==> config.mk <==
export PLATFORM = sky130hd
export DESIGN_NAME = qdc_decoder
export DESIGN_NICKNAME = d
export VERILOG_FILES = /design/src/pkg/qdc_pkg.sv /design/src/pkg/qdc_link_if.sv /design/src/rtl/qdc_link_sync.sv /design/src/rtl/qdc_decoder.sv
export VERILOG_INCLUDE_DIRS = /design/src /design/src/pkg
export SDC_FILE = /design/constraint.sdc
export NUM_CORES = 1
export LEC_CHECK = 0
export ABC_AREA = 1
export BUFFER_PORTS_ARGS = -buffer_cell sky130_fd_sc_hd__clkbuf_2
export CAP_MARGIN = 10
export CORE_UTILIZATION = 25
export DETAILED_ROUTE_END_ITERATION = 12
export GPL_TIMING_DRIVEN = 0
export SLEW_MARGIN = 40
export SYNTH_ARGS = -nofsm -noshare
export SYNTH_HDL_FRONTEND = slang
export SYNTH_SLANG_ARGS = --single-unit
==> constraint.sdc <==
create_clock -name clock -period 2.1 [get_ports clock]
set_clock_uncertainty 0.1 [all_clocks]
set_input_delay 0.21 -clock clock [delete_from_list [all_inputs] [get_ports clock]]
set_output_delay 0.21 -clock clock [all_outputs]
set_load 0.01 [all_outputs]
==> src/pkg/qdc_cfg.svh <==
// Constants for the quad DAC serial command decoder.
// Assumes inclusion by bare name from package and rtl files.
`ifndef QDC_CFG_SVH
`define QDC_CFG_SVH
`define QDC_WORD_BITS   12
`define QDC_DATA_BITS   8
`define QDC_NUM_DACS    4
`define QDC_ADDR_MSB    11
`define QDC_ADDR_LSB    10
`define QDC_CTRL_MSB    9
`define QDC_CTRL_LSB    8
`define QDC_DATA_MSB    7
`define QDC_CLK_NS      10
`define QDC_ZERO_WORD   12'h000
`define QDC_ZERO_BYTE   8'h00
`define QDC_SYNC_IDLE   3'h2
`define QDC_PIPE_HIGH   2'h3
`define QDC_PIPE_LOW    2'h0
`define QDC_C_PRELOAD   2'h1
`define QDC_C_LOADUPD   2'h3
`define QDC_C_SPECIAL   2'h0
`define QDC_C_MISC      2'h2
`define QDC_A_0         2'h0
`define QDC_A_1         2'h1
`define QDC_A_2         2'h2
`define QDC_A_3         2'h3
`endif

==> src/pkg/qdc_pkg.sv <==
// Types for the quad DAC serial command decoder.
// Assumes qdc_cfg.svh on the include path.
`include "qdc_cfg.svh"
package qdc_pkg;
  typedef logic [`QDC_DATA_BITS-1:0] qdc_byte_t;
  typedef logic [`QDC_WORD_BITS-1:0] qdc_word_t;
  typedef enum logic [0:0] {
    QDC_PH_FALL = 1'b0,
    QDC_PH_RISE = 1'b1
  } qdc_phase_t;
endpackage : qdc_pkg

==> src/pkg/qdc_link_if.sv <==
// Synchronised link events passed from the front end to the decoder.
// Assumes both ends share clock.
`timescale 1ns/1ps
`default_nettype none
interface qdc_link_if;
  logic sclk_rise;
  logic sclk_fall;
  logic cs_rise;
  logic cs_low;
  logic din;
  modport front (output sclk_rise, output sclk_fall, output cs_rise, output cs_low, output din);
  modport core  (input sclk_rise, input sclk_fall, input cs_rise, input cs_low, input din);
endinterface : qdc_link_if
`default_nettype wire

==> src/rtl/qdc_link_sync.sv <==
// Two-flop synchronisers and edge detection for the serial pins.
// Assumes pins are asynchronous to clock.
`timescale 1ns/1ps
`default_nettype none
`include "qdc_cfg.svh"
module qdc_link_sync (
  input  wire logic   clock,
  input  wire logic   arst_n,
  input  wire logic   sclk,
  input  wire logic   chip_select_n,
  input  wire logic   serial_in,
  qdc_link_if.front   link
);
  logic [2:0] meta;
  logic [2:0] sync;
  logic [2:0] prev;
  logic [2:0] next_meta;
  logic [2:0] next_sync;
  logic [2:0] next_prev;

  always_comb begin
    next_meta = {sclk, chip_select_n, serial_in};
    next_sync = meta;
    next_prev = sync;
  end

  always_ff @(posedge clock or negedge arst_n) begin
    if (!arst_n) begin
      // Idle pin levels (sclk low, deselected), so release gives no false edge
      meta <= `QDC_SYNC_IDLE;
      sync <= `QDC_SYNC_IDLE;
      prev <= `QDC_SYNC_IDLE;
    end else begin
      meta <= next_meta;
      sync <= next_sync;
      prev <= next_prev;
    end
  end

  // Bit 2 sclk, bit 1 chip select, bit 0 data
  assign link.sclk_rise = sync[2] & ~prev[2];
  assign link.sclk_fall = ~sync[2] & prev[2];
  assign link.cs_rise   = sync[1] & ~prev[1];
  assign link.cs_low    = ~sync[1];
  assign link.din       = sync[0];
endmodule : qdc_link_sync
`default_nettype wire

==> src/rtl/qdc_decoder.sv <==
// Serial command decoder of a quad 8-bit DAC: shift register, command
// execution on chip-select rise, input and DAC registers, serial out.
// Assumes serial pins asynchronous to clock, sclk well below clock/4.
// How it works
// Control 01 loads addressed input register; DAC registers unchanged.
// Control 11 loads addressed input register, then updates all DACs.
// Address 01 control 00 copies inputs to DACs, leaves shutdown.
// Address 10 control 00 writes data to all DACs, leaves shutdown.
// Address 11 control 00 enters shutdown only when powerdown_allow high.
// Control 10 with address 00/01 drives user_logic_out low/high.
// All-zero code changes nothing.
// Address 11 control 10 selects phase mode 1 and updates DACs.
// Address 10 control 10 selects phase mode 0 and updates DACs.
// Phase held until reset (mode 0) or opposite phase command.
// Word is two address, two control, eight data bits, MSB first.
// While load_dac_n low DAC registers follow input registers.
// Host shifts farthest device word first in a chain.
// Whatever twelve bits sit in the shift register are decoded.
// With sixteen bits shifted the first four are lost.
// clear_all_n low clears input and DAC registers synchronously, after a two-flop synchroniser.
// serial_out lags 11.5 cycles mode 0, 12 mode 1; holds while deselected.
// Shift only on sclk rises while chip select is low.
`timescale 1ns/1ps
`default_nettype none
`include "qdc_cfg.svh"
module qdc_decoder (
  input  wire logic                                          clock,
  input  wire logic                                          arst_n,
  input  wire logic                                          sclk,
  input  wire logic                                          chip_select_n,
  input  wire logic                                          serial_in,
  input  wire logic                                          load_dac_n,
  input  wire logic                                          clear_all_n,
  input  wire logic                                          powerdown_allow,
  output logic                                               serial_out,
  output logic                                               user_logic_out,
  output logic                                               shutdown,
  output logic                                               phase_rise,
  output logic [`QDC_NUM_DACS*`QDC_DATA_BITS-1:0]            dac_value
);
  qdc_link_if link ();

  qdc_link_sync u_sync (
    .clock         (clock),
    .arst_n        (arst_n),
    .sclk          (sclk),
    .chip_select_n (chip_select_n),
    .serial_in     (serial_in),
    .link          (link)
  );

  // ==========================================================
  // Pin sync for the level inputs
  logic [1:0] load_dac_n_pipe;
  logic [1:0] clr_pipe;
  logic [1:0] pde_pipe;
  logic [1:0] next_load_dac_n_pipe;
  logic [1:0] next_clr_pipe;
  logic [1:0] next_pde_pipe;
  logic       load_dac_n_low;
  logic       clr_low;

  always_comb begin
    next_load_dac_n_pipe = {load_dac_n_pipe[0], load_dac_n};
    next_clr_pipe  = {clr_pipe[0], clear_all_n};
    next_pde_pipe  = {pde_pipe[0], powerdown_allow};
  end

  always_ff @(posedge clock or negedge arst_n) begin
    if (!arst_n) begin
      load_dac_n_pipe <= `QDC_PIPE_HIGH;
      clr_pipe  <= `QDC_PIPE_HIGH;
      pde_pipe  <= `QDC_PIPE_LOW;
    end else begin
      load_dac_n_pipe <= next_load_dac_n_pipe;
      clr_pipe  <= next_clr_pipe;
      pde_pipe  <= next_pde_pipe;
    end
  end

  assign load_dac_n_low = ~load_dac_n_pipe[1];
  assign clr_low  = ~clr_pipe[1];

  // ==========================================================
  // Shift register and command decode
  qdc_pkg::qdc_word_t   shreg;
  qdc_pkg::qdc_word_t   next_shreg;
  qdc_pkg::qdc_phase_t  phase;
  qdc_pkg::qdc_phase_t  next_phase;
  qdc_pkg::qdc_byte_t   in_reg  [`QDC_NUM_DACS];
  qdc_pkg::qdc_byte_t   dac_reg [`QDC_NUM_DACS];
  qdc_pkg::qdc_byte_t   next_in_reg  [`QDC_NUM_DACS];
  qdc_pkg::qdc_byte_t   next_dac_reg [`QDC_NUM_DACS];
  logic                 next_upo;
  logic                 next_shdn;
  logic                 next_sout;
  logic [1:0]           cmd_addr;
  logic [1:0]           cmd_ctrl;
  qdc_pkg::qdc_byte_t   cmd_data;
  logic                 do_load_in;
  logic                 do_update;
  logic                 do_bcast;

  assign cmd_addr = shreg[`QDC_ADDR_MSB:`QDC_ADDR_LSB];
  assign cmd_ctrl = shreg[`QDC_CTRL_MSB:`QDC_CTRL_LSB];
  assign cmd_data = shreg[`QDC_DATA_MSB:0];

  always_comb begin
    do_load_in = link.cs_rise & (cmd_ctrl == `QDC_C_PRELOAD ||
                                 cmd_ctrl == `QDC_C_LOADUPD);
    do_update  = link.cs_rise & (cmd_ctrl == `QDC_C_LOADUPD ||
                 (cmd_ctrl == `QDC_C_SPECIAL && cmd_addr == `QDC_A_1) ||
                 (cmd_ctrl == `QDC_C_MISC && cmd_addr[1]));
    do_bcast   = link.cs_rise & cmd_ctrl == `QDC_C_SPECIAL &&
                 cmd_addr == `QDC_A_2;
  end

  always_comb begin
    next_shreg = shreg;
    if (link.cs_low && link.sclk_rise) begin
      // Older bits fall off the top, so a 16-bit frame keeps its last 12
      next_shreg = {shreg[`QDC_WORD_BITS-2:0], link.din};
    end
    next_phase = phase;
    next_upo   = user_logic_out;
    next_shdn  = shutdown;
    if (link.cs_rise && cmd_ctrl == `QDC_C_MISC) begin
      case (cmd_addr)
        `QDC_A_0: next_upo   = 1'b0;
        `QDC_A_1: next_upo   = 1'b1;
        `QDC_A_2: next_phase = qdc_pkg::QDC_PH_FALL;
        `QDC_A_3: next_phase = qdc_pkg::QDC_PH_RISE;
        default:  next_phase = phase;
      endcase
    end
    if (do_update && cmd_ctrl == `QDC_C_SPECIAL) next_shdn = 1'b0;
    if (do_bcast) next_shdn = 1'b0;
    if (link.cs_rise && cmd_ctrl == `QDC_C_SPECIAL && cmd_addr == `QDC_A_3 &&
        pde_pipe[1]) begin
      next_shdn = 1'b1;
    end
    // Output changes on the selected sclk edge, frozen while deselected
    next_sout = serial_out;
    if (link.cs_low && ((phase == qdc_pkg::QDC_PH_FALL && link.sclk_fall) ||
                        (phase == qdc_pkg::QDC_PH_RISE && link.sclk_rise))) begin
      next_sout = shreg[`QDC_WORD_BITS-1];
    end
  end

  // ==========================================================
  // Input and DAC registers, one lane per channel
  genvar g;
  generate
    for (g = 0; g < `QDC_NUM_DACS; g = g + 1) begin : g_lane
      always_comb begin
        next_in_reg[g]  = in_reg[g];
        next_dac_reg[g] = dac_reg[g];
        if (do_load_in && cmd_addr == 2'(g)) begin
          next_in_reg[g] = cmd_data;
        end
        if (do_update) begin
          // Addressed lane takes the fresh byte in the same cycle
          next_dac_reg[g] = next_in_reg[g];
        end
        if (load_dac_n_low) begin
          next_dac_reg[g] = next_in_reg[g];
        end
        if (do_bcast) begin
          // Broadcast wins over the load line in its own cycle
          next_dac_reg[g] = cmd_data;
        end
        if (clr_low) begin
          // Clear dominates everything, synchronised two cycles late
          next_in_reg[g]  = `QDC_ZERO_BYTE;
          next_dac_reg[g] = `QDC_ZERO_BYTE;
        end
      end

      always_ff @(posedge clock or negedge arst_n) begin
        if (!arst_n) begin
          in_reg[g]  <= `QDC_ZERO_BYTE;
          dac_reg[g] <= `QDC_ZERO_BYTE;
        end else begin
          in_reg[g]  <= next_in_reg[g];
          dac_reg[g] <= next_dac_reg[g];
        end
      end

      assign dac_value[g*`QDC_DATA_BITS +: `QDC_DATA_BITS] = dac_reg[g];
    end
  endgenerate

  always_ff @(posedge clock or negedge arst_n) begin
    if (!arst_n) begin
      shreg          <= `QDC_ZERO_WORD;
      phase          <= qdc_pkg::QDC_PH_FALL;
      user_logic_out <= 1'b0;
      shutdown       <= 1'b0;
      serial_out     <= 1'b0;
    end else begin
      shreg          <= next_shreg;
      phase          <= next_phase;
      user_logic_out <= next_upo;
      shutdown       <= next_shdn;
      serial_out     <= next_sout;
    end
  end

  assign phase_rise = phase;
endmodule : qdc_decoder
`default_nettype wire

# Word-level counts from Yosys, hierarchy flattened
# Cells that the tools add are included.
dict set report word_totals {
  reg_bits 95
  output_inout_bits 36
  wordCells 93
  in_bits 8
}
dict set report op_classes {
  muxes 29
  reduce_logical 27
  eq_ne 7
  n_bitwise 11
}
# operator n
set ops {}
lappend ops {{2-to-1 mux 8 bit} 24}
lappend ops {{logical AND 1 bit} 16}
lappend ops {{equality test 2 bit (second input constant)} 4}
lappend ops {{bitwise AND 1 bit} 6}
lappend ops {{NOT 1 bit} 5}
lappend ops {{equality test 2 x 1 -> 1 bit (second input constant)} 2}
lappend ops {{zero test 2 bit} 2}
lappend ops {{logical OR 1 bit} 4}
lappend ops {{inequality test 4 x 2 -> 1 bit (second input constant)} 1}
lappend ops {{one-hot mux 1 bit (2 select lines)} 2}
lappend ops {{AND reduction 2 bit} 2}
lappend ops {{nonzero test 2 bit} 2}
lappend ops {{2-to-1 mux 1 bit} 3}
lappend ops {{nonzero test 3 bit} 1}

# Depth between registers and ports, before layout
dict set report logic_depth {
  depth_word 9
  mapped_depth 12
  ltp_nobuf 10
}

# Cells and area by module
# A second synthesis with hierarchy kept.
dict set report unflattened {
  cells_unflattened 449
  area_unflattened_um2 4001.3
}
# mod cells_per_inst seq_area_each_um2 area_per_inst_um2 instances
set modules_own_cells {}
lappend modules_own_cells {qdc_decoder 435 2157.1 3774.9 1}
lappend modules_own_cells {qdc_link_sync 14 203.9 226.5 1}

# Worst setup path after synthesis
# No wires, ideal clock.
dict set report synth_path {
  path_kind {flip-flop to flip-flop}
  from {reg u_sync.sync[1], in the netlist u_sync.next_prev[1]}
  to {reg dac_reg, in the netlist dac_value[11]}
  synth_period_minus_slack_ns 1.500
  setup_ns 0.118
  setup_slack_ns 0.600
  stages_incl_launch_ff 11
  required_time_ns 1.882
  arrival_time_ns 1.282
  n_path_buf 1
  cell_sequence {dfstp_2 -> inv_2 -> nor2_8 -> nand3_2 -> nand2_1 -> inv_2 -> nand2_4 -> inv_4 -> buf_6 -> nand2_1 -> nand2_1}
}
dict set report synth_via {
  elab_chain_cells 8
  elab_cells_between_ends 12
  classes_between {1 x eq/ne; 5 x mux; 4 x bitwise; 2 x reduce/logical}
}
# item line
set synth_lines {}
lappend synth_lines {{start: declaration} qdc_link_sync.sv:15} ;# logic [2:0] sync;
lappend synth_lines {{start signal: assignment} qdc_link_sync.sv:31} ;# sync <= `QDC_SYNC_IDLE;
lappend synth_lines {{start signal: assignment} qdc_link_sync.sv:35} ;# sync <= next_sync;
lappend synth_lines {{bitwise AND 1 bit *} qdc_link_sync.sv:43} ;# assign link.cs_rise = sync[1] & ~prev[1];
lappend synth_lines {{bitwise AND 1 bit} qdc_decoder.sv:109} ;# do_load_in = link.cs_rise & (cmd_ctrl == `QDC_C_PRELOAD ||
lappend synth_lines {{logical AND 1 bit} qdc_decoder.sv:158} ;# if (do_load_in && cmd_addr == 2'(g)) begin
lappend synth_lines {{2-to-1 mux 8 bit} qdc_decoder.sv:158}
lappend synth_lines {{2-to-1 mux 8 bit} qdc_decoder.sv:161} ;# if (do_update) begin
lappend synth_lines {{2-to-1 mux 8 bit} qdc_decoder.sv:165} ;# if (load_dac_n_low) begin
lappend synth_lines {{2-to-1 mux 8 bit} qdc_decoder.sv:168} ;# if (do_bcast) begin
lappend synth_lines {{2-to-1 mux 8 bit} qdc_decoder.sv:172} ;# if (clr_low) begin
lappend synth_lines {{end signal: indexed assignment} qdc_decoder.sv:182} ;# dac_reg[g] <= `QDC_ZERO_BYTE;
lappend synth_lines {{end signal: indexed assignment} qdc_decoder.sv:185} ;# dac_reg[g] <= next_dac_reg[g];
lappend synth_lines {{end: declaration} qdc_decoder.sv:91} ;# qdc_pkg::qdc_byte_t dac_reg [`QDC_NUM_DACS];
# Every way passes the cells marked *; elsewhere a longest branch is shown, timed or not. The select of a mux whose other input is x is not followed.
# A chain may end at the register's enable or synchronous reset.

# Worst setup path in the final report
dict set report layout_path {
  from {reg u_sync.prev[1]}
  to {reg dac_reg, in the netlist dac_value[3]}
}
dict set report layout_via {
  elab_chain_cells 9
  elab_cells_between_ends 13
  classes_between {1 x eq/ne; 5 x mux; 5 x bitwise; 2 x reduce/logical}
}
# item line
set layout_lines {}
lappend layout_lines {{start: declaration} qdc_link_sync.sv:16} ;# logic [2:0] prev;
lappend layout_lines {{start signal: assignment} qdc_link_sync.sv:32} ;# prev <= `QDC_SYNC_IDLE;
lappend layout_lines {{start signal: assignment} qdc_link_sync.sv:36} ;# prev <= next_prev;
lappend layout_lines {{NOT 1 bit *} qdc_link_sync.sv:43}
lappend layout_lines {{bitwise AND 1 bit *} qdc_link_sync.sv:43}
lappend layout_lines {{bitwise AND 1 bit} qdc_decoder.sv:109}
lappend layout_lines {{logical AND 1 bit} qdc_decoder.sv:158}
lappend layout_lines {{2-to-1 mux 8 bit} qdc_decoder.sv:158}
lappend layout_lines {{2-to-1 mux 8 bit} qdc_decoder.sv:161}
lappend layout_lines {{2-to-1 mux 8 bit} qdc_decoder.sv:165}
lappend layout_lines {{2-to-1 mux 8 bit} qdc_decoder.sv:168}
lappend layout_lines {{2-to-1 mux 8 bit} qdc_decoder.sv:172}
# Marked as above.

==> results.md <==
- Result of the run: completed
- Average detailed-routed wire length per instance: roughly 14 um
- Total power of the final layout: 4510 uW
- Via count of the first global-routing pass: 3211
- Total routed wirelength: between 10000 and 15000 um
- Worst path arrival time: 2.10 ns
- Max-capacitance violation count: 0
- Bufs on Longest Clock Path: 2
- Count of cells resized by post-cts repair: 0
- Worst rel slew slack: a little over three fifths
- HPWL after detailed placement: 7200 um
- Number of nets in the layout: 505
- Total Routing Usage GR: a little over an eighth
- Maximum net fanout on the critical path: 10
- Slew Viols, Final: 0
- Worst-Skew Late Latency: ~0.35 ns
- Count of input and output buffers: 43
- Sequential area share after synthesis: 59.6%
- Width of the die: roughly 130 um
- Antenna fix cells: 0
- Cells after synthesis: 435
- Site row count: 45
- Final clock period utilization by the worst path: 91.2%
- Top-area cell type share of the netlist area: 54.9%
- Highest achievable clock rate: about 0.52 GHz
- Total congestion overflow: 0
- Post-synthesis instance area: 3960 um^2
- Post-Route Hold Slack: 0.193 ns
- Die outline area: 16400 um^2
- Syn avg cell area: 9.11 um^2
- Kind of path behind the tightest hold check: in2async
- Layout area overhead: 23.1%
- Via density: roughly 4.5
- Number of antenna violations at the first check in global routing: 0
- H-tree depth: 3
- CTS tree: built
- Shortest period the worst path allows: 1.91 ns
- Seq cells post-synth: 94
- Area leader, netlist: dfrtp_1
- Static leakage: 0.00251 uW
- Top area cells in the synthesized netlist: dfrtp_1 55%, nand2_1 12%, nand3_1 8.7%
- Die Ht: 128 um
- Pre-antenna DRT Iters: 5
- Final RePlAce weighted congestion: 0.846
- Largest net degree at the start of global routing: 72
- Root cell of the clock tree: clkbuf_16
- Setup repair after global routing missed its margin: no
- Critical path data required time: roughly 2.3 ns
- Worst setup EP type: flop
- Vias: ~3.2k
- DRC violations left: 0
- Number of failing hold endpoints at the final stage: 0
- Kind of critical path: reg2reg
- Count of cell types in the netlist: 22
- Starting density of the core: 25.9%
- Core Area: 15300 um^2
- Final total negative setup slack: 0 ns
- First-pass GRT wire length: ~17000 um
- Num ports: 44
- Placed cells: 690
- Fraction of layout cells with a size suffix above 1: 20.1%
- Number of DRC markers after the initial detailed-route iteration: 270
- Startpoint type of the worst setup path: flop
- Number of buffers inserted during clock tree synthesis: 9
- Total number of yosys warnings: 0
- Number of sinks on the clock net: 94
- Measured slew at the worst slew-check pin: roughly 0.56 ns
- Post-Layout Cell Count: slightly above 700
- Total power density per cell area: 924 nW/um^2
- Peak supply drop: between 0.0004 and 0.0005 V
- Mapped Nets: 443
- Remaining antenna violation count after routing: 0
- Setup-violating endpoint count in the final report: 0
- Clock Pin Slew Worst Setup and Hold Paths: ~0.07 ns
[final cells by class]
cell class	count	area, um^2
fillers	1625	10400
flip-flops and latches	94	2360
multi-input cells	302	1400
repair buffers	51	322
well taps	211	264
clock buffers	9	225
plain buffers	20	128
clock inverters	7	103
inverters	19	76.3
[per-stage QoR]
stage	worst slack, ns	area (um^2)	util (%)
after floorplan	0.600	3960	-
after global placement	-0.434	4440	29.0
after detailed placement	0.238	4480	29.2
final	0.186	4880	31.8
after CTS	0.203	4880	31.8
after global routing	0.0898	4880	31.8
[cells by family (layout without fill, tap and decap cells)]
| kind of cell | Yosys count | in the layout | share of synthesized area [%] |
|---|---|---|---|
| compound gates | 57 | 57 | 7.20 |
| buf+inv | 39 | 106 | 5.15 |
| flops | 94 | 94 | 59.6 |
| mux | 1 | 1 | 0.253 |
| simple gates | 244 | 244 | 27.8 |
[worst paths after layout]
check / from / to / slack, ns / cells after the start
worst max-delay path: u_sync.prev[1] / dac_value[3] / 0.19 / 7
worst min-delay path: arst_n / serial_out / 0.19 / 2
worst max register to register: u_sync.prev[1] / dac_value[3] / 0.19 / 7
worst min register to register: u_sync.meta[0] / u_sync.next_prev[0] / 0.25 / 0
max in group asynchronous: arst_n / in_reg[17] / 1.11 / 3
min in group clock: u_sync.meta[0] / u_sync.next_prev[0] / 0.25 / 0
[critical path, cell delays in order (launching register included)]
cell and delay [ns]:
dfstp_2 0.59, nor2_8 0.07, nand3_2 0.13, buf_4 0.20, nor2_1 0.05, nor2_1 0.44
nand3_1 0.18, nand2_1 0.09
[cells in the mapped netlist]
master	number
nor2_2	5
nand3_2	3
nand2_4	1
inv_4	2
nor2_4	1
clkbuf_1	8
inv_2	4
nand2_1	128
buf_6	4
nor2_1	21
nor2_8	1
buf_4	5
o21ai_0	20
nand3_1	69
a21oi_1	37
inv_1	13
buf_2	3
mux2i_1	1
nand4_1	10
dfrtp_1	87
dfstp_2	7
nand2_2	5
[repair_timing]
action                                 4_1_cts  5_1_grt
hold buffers                                 7        0
buffers inserted                             0        0
endpoints found under the hold margin      100        0
[cells in the final DEF (no fill, tap or decap), types with 2 or more instances in the layout]
cell type        n
clkbuf_1         8
bufinv_16        2
o21ai_0         20
clkbuf_16        9
dfstp_2          7
nand4_1         10
buf_4            5
nand2_1        128
a21oi_1         37
nand3_2          3
nand2_2          5
clkbuf_2        42
buf_2            3
dlygate4sd3_1    7
nand3_1         69
inv_1           13
nor2_2           5
buf_6            4
inv_2            4
inv_4            2
inv_6            3
nor2_1          21
dfrtp_1         87
[metal layers]
layer	up-vias	routed length, um	global-route usage [%]
met5	-	0	0
met3	22	636	3.46
li1	1559	-	-
met1	1550	4500	17.6
met2	112	4690	20.2
met4	0	284	6.44
[power breakdown]
| part | switching [uW] | leakage (uW) | internal, uW |
|---|---|---|---|
| Sequential | 160 | 0.00124 | 1960 |
| Combinational | 411 | 0.00111 | 201 |
| Clock | 721 | 0.000157 | 1060 |
Note: power is estimated with default switching activity, not from simulation.
